[src/logic/rmw_pkg.sv]
/*
 * rmw_pkg: shared constants and types for the roller motion and wake block.
 * Assumes a single system clock given to rmw_core at RMW_CLK_HZ.
 */
`default_nettype none
package rmw_pkg;
    localparam int RMW_CLK_HZ = 100000000;
    // wake interval: 15 ms per code step, code 0 = 15 ms
    localparam int RMW_WAKE_STEP_MS = 15;
    localparam int RMW_WAKE_STEP_CYC = RMW_CLK_HZ / 1000 * RMW_WAKE_STEP_MS;
    localparam logic [2:0] RMW_WAKE_CODE_MAX = 3'h6;
    localparam logic [7:0] RMW_CNT_RST = 8'h00;
    localparam logic signed [7:0] RMW_CNT_MAX = 8'sh7F;
    localparam logic signed [7:0] RMW_CNT_MIN = -8'sh80;
    localparam logic [1:0] RMW_PAIRS_NONE = 2'h0;
    localparam logic [7:0] RMW_POT_RST = 8'h00;

    typedef enum logic [1:0] {
        RMW_FN_MOUSE = 2'b00,
        RMW_FN_RSVD = 2'b01,
        RMW_FN_JOY = 2'b10,
        RMW_FN_PAD = 2'b11
    } rmw_func_t;

    typedef enum logic [1:0] {
        RMW_PW_RUN = 2'b00,
        RMW_PW_SUSP = 2'b01,
        RMW_PW_POLL = 2'b10
    } rmw_pw_t;

    // one pair of quadrature phases
    typedef struct packed {
        logic a;
        logic b;
    } rmw_pair_t;

    // report sent on the interrupt endpoint
    typedef struct packed {
        logic [1:0] format;
        logic [7:0] buttons;
        logic [7:0] val0;
        logic [7:0] val1;
        logic [7:0] val2;
    } rmw_report_t;
endpackage
`default_nettype wire

[src/logic/rmw_core.sv]
/*
 * rmw_core: motion sensing, report snapshot and suspend wake polling.
 * Assumes USB protocol logic outside supplies in_token_ep1, ack_ep1, suspend
 * detect and bus activity as one-cycle pulses or levels synchronous to clk.
 */
// Summary of operation
// a pair counts only when the roller-count field assigns it as roller.
// three signed 8-bit movement counters, one per input pair.
// phase order 00,01,11,10 counts up.
// phase order 00,10,11,01 counts down.
// each valid step changes the counter by exactly one.
// an IN token on endpoint 1 snapshots counters into a queued report.
// counters clear only after the host acknowledges that report.
// mouse routes motion inputs to decoders, joystick to pulse timers.
// report layout follows the selected function.
// joystick measures the RC-set pulse width and reports it.
// buttons have pull-ups: low pin means pressed.
// enter suspend when the bus suspend condition is detected.
// leave suspend on bus activity or any pressed button.
// while suspended a timer periodically samples and compares motion inputs.
// a changed poll raises remote wakeup.
// polling gated by wake enable, spacing set by wake interval.
// advertise remote wakeup capability as a descriptor attribute.
// roller-count field: 00 none, 01 x, 10 x and y, 11 all.
// function field: 00 mouse, 10 joystick, 11 gamepad, 01 reserved.
// wake interval code n means 15 ms times n plus one; 111 reserved.
// both bits toggling is ignored; inputs synchronised before decoding.
// counters saturate at signed 8-bit limits.
`timescale 1ns/1ns
`default_nettype none
module rmw_core #(
    parameter int NUM_PAIRS = 3,
    parameter int STEP_CYC = rmw_pkg::RMW_WAKE_STEP_CYC
) (
    input wire logic clk,
    input wire logic rst_n,
    input wire logic x_roller_phase_a,
    input wire logic x_roller_phase_b,
    input wire logic y_roller_phase_a,
    input wire logic y_roller_phase_b,
    input wire logic z_roller_phase_a,
    input wire logic z_roller_phase_b,
    input wire logic [7:0] button_pin,
    input wire logic [1:0] roller_pairs,
    input wire logic [1:0] function_sel,
    input wire logic wake_poll_enable,
    input wire logic [2:0] wake_poll_interval,
    input wire logic in_token_ep1,
    input wire logic ack_ep1,
    input wire logic bus_suspend,
    input wire logic bus_activity,
    output rmw_pkg::rmw_report_t report,
    output logic report_valid,
    output logic suspended,
    output logic remote_wakeup,
    output logic pot_discharge,
    output logic remote_wake_capable
);
    localparam int NP = NUM_PAIRS; // ports carry three pairs; fewer may be decoded
    logic [5:0] raw_in;
    logic [5:0] sync1;
    logic [5:0] sync2;
    logic [NP-1:0] pair_en;
    logic [NP-1:0] pot_done;
    logic [7:0] count [NP];
    logic [7:0] pot_width [NP];
    logic [7:0] pot_run [NP];
    logic pot_phase;
    logic clear_cnt;
    logic mouse_mode;
    logic joy_mode;
    logic [7:0] pressed;
    logic [5:0] poll_last;
    logic [31:0] poll_timer;
    logic [31:0] poll_limit;
    rmw_pkg::rmw_pw_t pw_state;
    logic [NP-1:0] pair_moved;
    logic resume_req;
    logic poll_due;
    logic wake_fire;

    assign raw_in = {z_roller_phase_b, z_roller_phase_a, y_roller_phase_b,
                     y_roller_phase_a, x_roller_phase_b, x_roller_phase_a};
    assign mouse_mode = (function_sel == rmw_pkg::RMW_FN_MOUSE);
    assign joy_mode = (function_sel == rmw_pkg::RMW_FN_JOY);
    // pull-ups mean an idle pin reads high; invert so 1 = pressed
    assign pressed = ~button_pin;
    // clear only when the acknowledged report is the one still queued
    assign clear_cnt = ack_ep1 && report_valid;
    // interval code 0..6 -> (code+1) steps; reserved code clamps to longest
    assign poll_limit = (wake_poll_interval > rmw_pkg::RMW_WAKE_CODE_MAX) ?
        32'(STEP_CYC) * 32'(int'(rmw_pkg::RMW_WAKE_CODE_MAX) + 1) :
        32'(STEP_CYC) * (32'(wake_poll_interval) + 32'h0000_0001);

    // two-flop synchroniser; first stage feeds only the second
    always_ff @(posedge clk or negedge rst_n) begin
        if (!rst_n) begin
            sync1 <= 6'h00;
            sync2 <= 6'h00;
        end else begin
            sync1 <= raw_in;
            sync2 <= sync1;
        end
    end

    // pair enable from the roller-count field, only in mouse function
    generate
        for (genvar i = 0; i < NP; i++) begin : g_pair
            assign pair_en[i] = mouse_mode && (roller_pairs > 2'(i));
            rmw_quad u_quad (
                .clk(clk),
                .rst_n(rst_n),
                .enable(pair_en[i]),
                .phase('{a: sync2[2*i], b: sync2[2*i+1]}),
                .clear(clear_cnt),
                .count(count[i])
            );
            // suspend poll: has this pair moved since the last reference
            assign pair_moved[i] = (sync2[2*i +: 2] != poll_last[2*i +: 2]);
            // joystick: time how long the RC node stays low after release
            assign pot_done[i] = sync2[2*i];
            always_ff @(posedge clk or negedge rst_n) begin
                if (!rst_n) begin
                    pot_run[i] <= rmw_pkg::RMW_POT_RST;
                    pot_width[i] <= rmw_pkg::RMW_POT_RST;
                end else if (!joy_mode || pot_phase) begin
                    pot_run[i] <= rmw_pkg::RMW_POT_RST;
                end else if (!pot_done[i] && pot_run[i] != 8'hFF) begin
                    pot_run[i] <= pot_run[i] + 8'h01;
                end else if (pot_done[i] && pot_run[i] != rmw_pkg::RMW_POT_RST) begin
                    pot_width[i] <= pot_run[i];
                    pot_run[i] <= rmw_pkg::RMW_POT_RST;
                end
            end
        end
    endgenerate

    // discharge pulse restarts each measurement; 16 cycles of every 512, alternating with a 496-cycle window
    logic [8:0] pot_cyc;
    always_ff @(posedge clk or negedge rst_n) begin
        if (!rst_n) begin
            pot_cyc <= 9'h000;
            pot_phase <= 1'b0;
            pot_discharge <= 1'b0;
        end else begin
            pot_cyc <= pot_cyc + 9'h001;
            pot_phase <= joy_mode && (pot_cyc[8:4] == 5'h00);
            pot_discharge <= joy_mode && (pot_cyc[8:4] == 5'h00);
        end
    end

    // snapshot on each IN token; layout follows function
    always_ff @(posedge clk or negedge rst_n) begin
        if (!rst_n) begin
            report <= '0;
        end else if (in_token_ep1) begin
            report.format <= function_sel;
            report.buttons <= pressed;
            if (joy_mode) begin
                report.val0 <= pot_width[0];
                report.val1 <= pot_width[1];
                report.val2 <= pot_width[2];
            end else if (mouse_mode) begin
                report.val0 <= count[0];
                report.val1 <= count[1];
                report.val2 <= count[2];
            end else begin
                report.val0 <= {2'b00, sync2}; // gamepad: synchronised inputs (sync2) as buttons
                report.val1 <= 8'h00;
                report.val2 <= 8'h00;
            end
        end
    end

    // queued until acknowledged; a retried token re-snapshots
    always_ff @(posedge clk or negedge rst_n) begin
        if (!rst_n) begin
            report_valid <= 1'b0;
        end else if (in_token_ep1) begin
            report_valid <= 1'b1;
        end else if (ack_ep1) begin
            report_valid <= 1'b0;
        end
    end

    // suspend exits: bus traffic or a press wins, even in the poll cycle,
    // so a one-cycle activity pulse is never lost
    assign resume_req = bus_activity || (pressed != 8'h00);
    // the timer ends one edge before it would reach the programmed spacing
    assign poll_due = wake_poll_enable && (poll_timer + 32'h0000_0001 >= poll_limit);
    // a poll that finds motion wakes the host, only while polling stays enabled
    assign wake_fire = (pw_state == rmw_pkg::RMW_PW_POLL) && !resume_req && wake_poll_enable
        && (pair_moved != '0);

    // power state: run, suspended, momentary poll
    always_ff @(posedge clk or negedge rst_n) begin
        if (!rst_n) begin
            pw_state <= rmw_pkg::RMW_PW_RUN;
        end else begin
            case (pw_state)
                rmw_pkg::RMW_PW_RUN: begin
                    if (bus_suspend) begin
                        pw_state <= rmw_pkg::RMW_PW_SUSP;
                    end
                end
                rmw_pkg::RMW_PW_SUSP: begin
                    if (resume_req) begin
                        pw_state <= rmw_pkg::RMW_PW_RUN;
                    end else if (poll_due) begin
                        pw_state <= rmw_pkg::RMW_PW_POLL;
                    end
                end
                rmw_pkg::RMW_PW_POLL: begin
                    if (resume_req || wake_fire) begin
                        pw_state <= rmw_pkg::RMW_PW_RUN;
                    end else begin
                        pw_state <= rmw_pkg::RMW_PW_SUSP;
                    end
                end
                default: begin
                    pw_state <= rmw_pkg::RMW_PW_RUN;
                end
            endcase
        end
    end

    // suspended is its own flop so the output needs no decode of the state
    always_ff @(posedge clk or negedge rst_n) begin
        if (!rst_n) begin
            suspended <= 1'b0;
        end else if (pw_state == rmw_pkg::RMW_PW_RUN) begin
            suspended <= bus_suspend;
        end else if (resume_req || wake_fire) begin
            suspended <= 1'b0;
        end
    end

    // wake request is a single-cycle pulse per changed poll
    always_ff @(posedge clk or negedge rst_n) begin
        if (!rst_n) begin
            remote_wakeup <= 1'b0;
        end else begin
            remote_wakeup <= wake_fire;
        end
    end

    // poll spacing counter runs only while quietly suspended with polling on
    always_ff @(posedge clk or negedge rst_n) begin
        if (!rst_n) begin
            poll_timer <= 32'h0000_0000;
        end else if (pw_state != rmw_pkg::RMW_PW_SUSP || !wake_poll_enable || poll_due) begin
            poll_timer <= 32'h0000_0000;
        end else begin
            poll_timer <= poll_timer + 32'h0000_0001;
        end
    end

    // reference for the next poll: taken on entry and refreshed at every poll
    always_ff @(posedge clk or negedge rst_n) begin
        if (!rst_n) begin
            poll_last <= 6'h00;
        end else if ((pw_state == rmw_pkg::RMW_PW_RUN && bus_suspend) ||
                     pw_state == rmw_pkg::RMW_PW_POLL) begin
            poll_last <= sync2;
        end
    end

    // capability bit for the configuration descriptor attributes
    always_ff @(posedge clk or negedge rst_n) begin
        if (!rst_n) begin
            remote_wake_capable <= 1'b0;
        end else begin
            remote_wake_capable <= wake_poll_enable;
        end
    end
endmodule
`default_nettype wire

[src/logic/rmw_quad.sv]
/*
 * rmw_quad: one quadrature decoder with a saturating signed 8-bit counter.
 * Assumes phase inputs are already synchronised and clear is a one-cycle pulse.
 */
`timescale 1ns/1ns
`default_nettype none
module rmw_quad (
    input wire logic clk,
    input wire logic rst_n,
    input wire logic enable,
    input wire rmw_pkg::rmw_pair_t phase,
    input wire logic clear,
    output logic [7:0] count
);
    rmw_pkg::rmw_pair_t prev;
    logic step_up;
    logic step_dn;
    logic signed [7:0] scount;

    assign scount = count;

    // forward order 00,01,11,10 ; reverse 00,10,11,01; double toggles ignored
    always_comb begin
        step_up = 1'b0;
        step_dn = 1'b0;
        case ({prev.a, prev.b, phase.a, phase.b})
            4'b0001, 4'b0111, 4'b1110, 4'b1000: step_up = 1'b1;
            4'b0010, 4'b1011, 4'b1101, 4'b0100: step_dn = 1'b1;
            default: begin
                step_up = 1'b0;
            end
        endcase
    end

    always_ff @(posedge clk or negedge rst_n) begin
        if (!rst_n) begin
            prev <= '0;
        end else begin
            prev <= phase;
        end
    end

    // clear beats a simultaneous step: that step is dropped and appears in neither report
    always_ff @(posedge clk or negedge rst_n) begin
        if (!rst_n) begin
            count <= rmw_pkg::RMW_CNT_RST;
        end else if (clear) begin
            count <= rmw_pkg::RMW_CNT_RST;
        end else if (enable && step_up && scount != rmw_pkg::RMW_CNT_MAX) begin
            count <= count + 8'h01;
        end else if (enable && step_dn && scount != rmw_pkg::RMW_CNT_MIN) begin
            count <= count - 8'h01;
        end
    end
endmodule
`default_nettype wire
[config.mk]
export PLATFORM = sky130hd
export DESIGN_NAME = rmw_core
export DESIGN_NICKNAME = d
export VERILOG_FILES = /design/src/logic/rmw_pkg.sv /design/src/logic/rmw_core.sv /design/src/logic/rmw_quad.sv
export SDC_FILE = /design/constraint.sdc
export NUM_CORES = 1
export LEC_CHECK = 0
export BUFFER_PORTS_ARGS = -buffer_cell sky130_fd_sc_hd__buf_2
export CAP_MARGIN = 10
export CORE_ASPECT_RATIO = 1.4
export CORE_MARGIN = 3
export CORE_UTILIZATION = 36
export CTS_CLUSTER_DIAMETER = 200
export DETAILED_ROUTE_END_ITERATION = 7
export PLACE_DENSITY = 0.54
export RECOVER_POWER = 50
export SLEW_MARGIN = 25
export SYNTH_ARGS = -nofsm -noshare
export SYNTH_HDL_FRONTEND = slang
export SYNTH_SLANG_ARGS = --single-unit
[constraint.sdc]
create_clock -name clk -period 9.1 [get_ports clk]
set_input_delay 0.455 -clock clk [delete_from_list [all_inputs] [get_ports clk]]
set_output_delay 0.455 -clock clk [all_outputs]
set_load 0.05 [all_outputs]
==> out/metrics.yaml, run 1 <==
synthTopCellsByArea: "dfrtp_1 43%, ha_1 8.9%, xnor2_1 4.1%, mux2_2 3.7%, mux2i_1 3.6%"
ctsResizeCount: 0
cts_tree: "yes"
synth_warnings: 0
core_sq_um: 27900
power.total_w: 0.00197
grt_usage_pct: 16.0
max_slew.worst_pin.slew_ns: 5.45
grt_max_degree: 103
fp.dieW_um: 149
synthArstFlopShare_pct: 100
yosysTopAreaCellShare_pct: 43.3
die_h_um: 206
setup_viol: 0
holdBufCountCts: 0
finalCritPeriodShare_pct: 66.2
wl_per_cell_um: 15.8
synth-compound-area-share_pct: 10.9
yosysMostFrequentCell: "dfrtp_1"
grt_overflow: 0
synth.distinct_cells: 67
maxSlewHeadroom_pct: -264
syn_to_final_growth_pct: 12.0
synth-seq-cells: 178
start_util_pct: 36.9
leakage_nw: 5.25
critPathRequiredTime_ns: 9.47
max_freq_mhz: 166
cts_max_level: 4
die_area_sq_um: 30700
hp-class: "input pin to flop"
globalplace.congestion: 0.839
cts_setup_buffers: 0
vdd_drop_max_v: 0.000112
grt_pass1_wl_um: 39600
drv_cap: 3
synthMuxAreaShare_pct: 7.32
rows: 72
grt_pass1_vias: 7683
start_kind: "input pin"
worst_ep_arrival_time_ns: 6.40
antenna_found_initial: 0
wirelength_um: 23400
port_buffers: 66
final-seq-area_sq_um: 4450
clock_path_buffers: 2
cts-root-buf: "clkbuf_16"
clock_skew_ns: 0.00922
firstDrtPassIters: 4
final_nets: 1204
synth-xor-area-share_pct: 6.04
hold_violations: 0
post_drt_via_cell_ratio: 5.12
clk_pin_slew_ns: 0.07
drtIter0Drc: 368
multiInputGateArea_sq_um: 5500
grt_setup_unrepaired: "no"
fin_setup_tns_ns: 0
num-fill-cells: 2803
clkLatencyLatePin_ns: 0.43
synth_common_cells: "178 x dfrtp_1, 75 x nand2_1, 75 x nor2_1, 73 x ha_1, 63 x inv_1"
io_pins: 67
clkSinkCount: 178
min_period_ns: 6.02
criticalPathCategory: "input pin to flop"
crit_fanout: 24
diodes: 0
synthSimpleGateAreaFrac_pct: 18.4
cp-end-kind: "flop"
netlist_instances: 1028
synth_top_family_by_area: "simple AND/OR/NAND/NOR gates"
yosysSeqAreaShare_pct: 43.3
synthFlopType: "dfrtp_1"
hpwl_um: 17200
drive_gt1_share_pct: 11.3
drcViolationCount: 0
vias: 7577
synth_top_area_cell: "dfrtp_1"
status: "complete, but fails checks"
cts_made_buffers: 17
synth-edff-count: 0
syn_area_per_cell_sq_um: 10.0
ant_nets: 0
slew_violations: 218
power_density_nw_per_um2: 171
synthAdderAreaFrac_pct: 10.5
syn_area_sq_um: 10300
failed_checks: "capacitance limit, slew limit"
## worst max-delay path, cell delays in order
cell      delay, ns
buf_2          0.15
ha_1           0.22
xor2_1         0.51
ha_1           0.36
ha_1           0.31
xnor2_1        0.48
ha_1           0.37
and3_1         0.24
a221oi_1       0.43
o22ai_1        0.20
nor2_1         0.12
o21ai_0        0.10
ha_1           0.30
nand4_1        0.10
nor2_1         0.06
and3_1         0.17
o41ai_1        0.28
o211ai_1       0.19
nand4b_2       0.90
and2b_1        0.46
## per-stage QoR
stage	hold WS (ns)	utilization, %	cell area (sq um)	worst slack (ns)	instances
global placement	0.338	39.5	11000	2.82	1447
global route	0.0992	41.3	11500	1.72	1479
detailed placement	0.336	39.5	11000	2.60	1447
finish	0.121	41.3	11500	3.08	1479
CTS	0.0991	41.5	11600	3.07	1479
floorplan	0.159	-	10300	4.24	1034
## per-layer routing
metal,up-vias,wire length (um),global-route usage (%)
li1,3791,-,-
met4,0,404,4.74
met3,24,570,2.46
met2,114,12600,29.5
met1,3648,9770,19.0
met5,-,0,0
## cells by family after synthesis
family          Yosys count
buf+inv                  90
xor+xnor                 71
flops                   178
other cells               1
fa+ha+maj                83
mux                      71
compound gates          180
simple gates            354
## flip-flops by register name, indices dropped and copies added, names as in the netlist
signal,count
report,34
sync2,6
poll_timer,32
report_valid,1
pot_run,24
g_pair.u_quad.prev,6
poll_last,6
pw_state,2
remote_wakeup,1
remote_wake_capable,1
pot_width,24
pot_phase,1
g_pair.u_quad.count,24
suspended,1
pot_cyc,9
sync1,6
## cells in the final DEF, fill, tap and decap left out, types with 13 or more instances in the layout
cell type	n
clkbuf_16	17
nand2b_1	13
nand2_1	75
o22ai_1	23
nand4_1	23
o21ai_0	60
nand3_1	36
nor3_1	23
inv_1	63
buf_2	26
dfrtp_1	178
xnor2_1	48
ha_1	73
nor2b_2	13
clkbuf_1	41
mux2i_1	37
mux2_2	34
a21oi_1	34
and3_1	23
xor2_1	23
nor2_1	75
## path summary, 6_finish.rpt
| check | startpoint | endpoint | slack [ns] | cells after the start |
|---|---|---|---|---|
| max in group asynchronous | rst_n | g_pair[0].u_quad.count[3] | 3.13 | 2 |
| min in group asynchronous | rst_n | pot_cyc[3] | 1.99 | 1 |
| max reg2reg | poll_timer[2] | poll_timer[9] | 4.62 | 13 |
| min reg2reg | sync1[0] | sync2[0] | 0.35 | 0 |
| max | wake_poll_interval[0] | poll_timer[9] | 3.08 | 20 |
| min | z_roller_phase_a | sync1[4] | 0.12 | 1 |
## where the power goes
group          total [W]  internal [W]  switching, W
Sequential      0.000865      0.000828     0.0000379
Clock           0.000703      0.000391      0.000312
Combinational   0.000403      0.000157      0.000246
## cell type report
type,count,area share [%]
Clock inverter,12,0.944
Inverter,63,2.05
Multi-Input combinational cell,766,47.7
Sequential cell,178,38.6
Tap cell,370,4.02
Timing Repair Buffer,70,2.67
Clock buffer,20,3.96
Power figures use the tool's default switching activity.
==> inputs of run 2 (changes only) <==
Clock period 9.1 ns to 6.26 ns, I/O delays scaled along.
==> run 2 against run 1 <==
The run still ends with capacitance limit, slew limit left. Sequential power is 46% higher. First-iteration DRC count is 32% lower. Clock skew is 0.0023 ns lower. Register-to-register slack worse by 2.5 ns. Design area is 1.4% higher. Routed wire length is 1.7% higher. Via count is 1.2% higher. Utilization is 0.56 points higher. Setup slack worse by 2.1 ns. Critical path type unchanged.
==> out/metrics.yaml, run 2 (synthesis results as in run 1) <==
dpl_worst_slack_ns: 0.539  # -2.07 ns
finish.utilization_pct: 41.8  # +0.56 points
path_common_cell: "ha_1"
fin_setup_tns_ns: 0  # unchanged
place_area_sq_um: 11100  # +0.25%
cp_slowest_cell: "nor2_1"
grt_pass1_wl_um: 39400  # -0.51%
cts_made_buffers: 17  # unchanged
setup_viol: 0  # unchanged
ant_nets: 0  # unchanged
cp-end-kind: "flop"
setup_ws_ns: 0.977  # -2.10 ns
failed_checks: "capacitance limit, slew limit"
post_drt_via_cell_ratio: 5.15  # +0.58%
vdd_drop_max_v: 0.000185  # +66%
drtIter0Drc: 251  # -32%
drcViolationCount: 0  # unchanged
stdcell_area_sq_um: 11700  # +1.4%
clkSinkCount: 178  # unchanged
final_common_cell: "dfrtp_1"
cts_tree: "yes"
slew_violations: 137  # -37%
final_nets: 1213  # +0.75%
status: "complete, but fails checks"
max_slew.worst_pin.slew_ns: 4.64  # -0.814 ns
final_cell_mix: "178 x dfrtp_1, 75 x nand2_1, 75 x nor2_1"
core_sq_um: 27900  # unchanged
reg_top3: "report x34, poll_timer x32"
critPathRequiredTime_ns: 6.63  # -2.84 ns
grt_pass1_vias: 7701  # +0.23%
largest_reg_flops: 34  # unchanged
hpwl_um: 17300  # +0.71%
die_h_um: 206  # unchanged
diodes: 0  # unchanged
leakage_nw: 5.32  # +1.3%
r2r_setup_slack_ns: 2.17  # -2.45 ns
clkLatencyLatePin_ns: 0.43  # about the same
grt_max_degree: 100  # -2.9%
drive_gt1_share_pct: 11.2  # -0.091 points
cp_num_buf_inv: 4  # +3
critical-path-top-delay-family: "simple AND/OR/NAND/NOR gates"
syn_to_final_growth_pct: 13.5
multiInputGateArea_sq_um: 5500  # unchanged
num-fill-cells: 2760  # -1.5%
grt_usage_pct: 15.9  # -0.020 points
finalCritPeriodShare_pct: 84.4
io_pins: 67  # unchanged
start_util_pct: 36.9  # unchanged
port_buffers: 66  # unchanged
cts_setup_buffers: 0  # unchanged
grt_setup_unrepaired: "no"
max_freq_mhz: 189
clk_pin_slew_ns: 0.07  # about the same
drv_cap: 2  # -1
ctsResizeCount: 0  # unchanged
min_period_ns: 5.28
wirelength_um: 23800  # +1.7%
firstDrtPassIters: 4  # unchanged
clock_skew_ns: 0.00692  # -0.00230 ns
crit_fanout: 16  # -33%
top_register: "report"
criticalPathCategory: "input pin to flop"
die_area_sq_um: 30700  # unchanged
hp-class: "input pin to flop"
fp.dieW_um: 149  # unchanged
final-seq-area_sq_um: 4450  # unchanged
antenna_found_initial: 0  # unchanged
wl_per_cell_um: 16.0  # +1.1%
vias: 7667  # +1.2%
worst_ep_arrival_time_ns: 5.66  # -0.74 ns
holdBufCountCts: 6  # +6
power_density_nw_per_um2: 253  # +48%
hold_violations: 0  # unchanged
clock_path_buffers: 2  # unchanged
rows: 72  # unchanged
start_kind: "input pin"
worst_path_largest_cell_delay_ns: 0.49  # -0.41 ns
cts_max_level: 4  # unchanged
grt_overflow: 0  # unchanged
maxSlewHeadroom_pct: -209  # +54 points
cts-root-buf: "clkbuf_16"
globalplace.congestion: 0.856  # +2.0%
cp_cell_sequence: "buf_2 -> inv_1 -> nor2_1 -> ha_1 -> ha_1 -> xnor2_1 -> buf_4 -> ha_1 -> and3_1 -> a221oi_1 -> o22ai_1 -> o211ai_1 -> ha_1 -> nand3_1 -> nor2_1 -> and3_1 -> o41ai_1 -> o211ai_1 -> nand4b_2 -> buf_12 -> and2b_1"
## run 2: metal layers
layer  track usage [%]  share of wire, %
met4              5.23               2.2
met2              29.4                53
met3              2.26               2.4
met1              19.0                42
met5                 0                 0
## run 2: layout make-up
cell class                 count  share of cell area [%]
clock inverter                12                    1.35
timing repair buffer          79                    3.56
sequential                   178                    38.1
inverter                      63                    2.02
clock buffer                  20                    3.91
tap                          370                    3.96
multi-input combinational    766                    47.1
## run 2: power breakdown
group | switching (W) | internal [W] | leakage, nW | total (W)
sequential | 0.0000554 | 0.00120 | 2.35 | 0.00126
combinational | 0.000360 | 0.000233 | 2.68 | 0.000593
clock | 0.000456 | 0.000650 | 0.292 | 0.00111
## run 2: worst paths after layout
check / startpoint / end / cells after the start
setup / recovery: wake_poll_interval[0] / poll_timer[9] / 21
setup reg to reg: poll_timer[2] / poll_timer[9] / 14
max in group asynchronous: rst_n / pot_run[12] / 2
hold reg to reg: sync1[2] / sync2[2] / 0
hold / removal: wake_poll_enable / remote_wake_capable / 1
min in group asynchronous: rst_n / pot_cyc[3] / 2
## run 2: per-stage QoR
step | total power, W | hold slack, ns | std cells
after global placement | 0.00187 | 0.339 | 1449
after detailed placement | 0.00188 | 0.335 | 1449
after floorplan | 0.00171 | 0.0174 | 1034
after CTS | 0.00300 | 0.00405 | 1487
after global routing | 0.00312 | 0.0546 | 1488
final | 0.00296 | 0.0559 | 1488
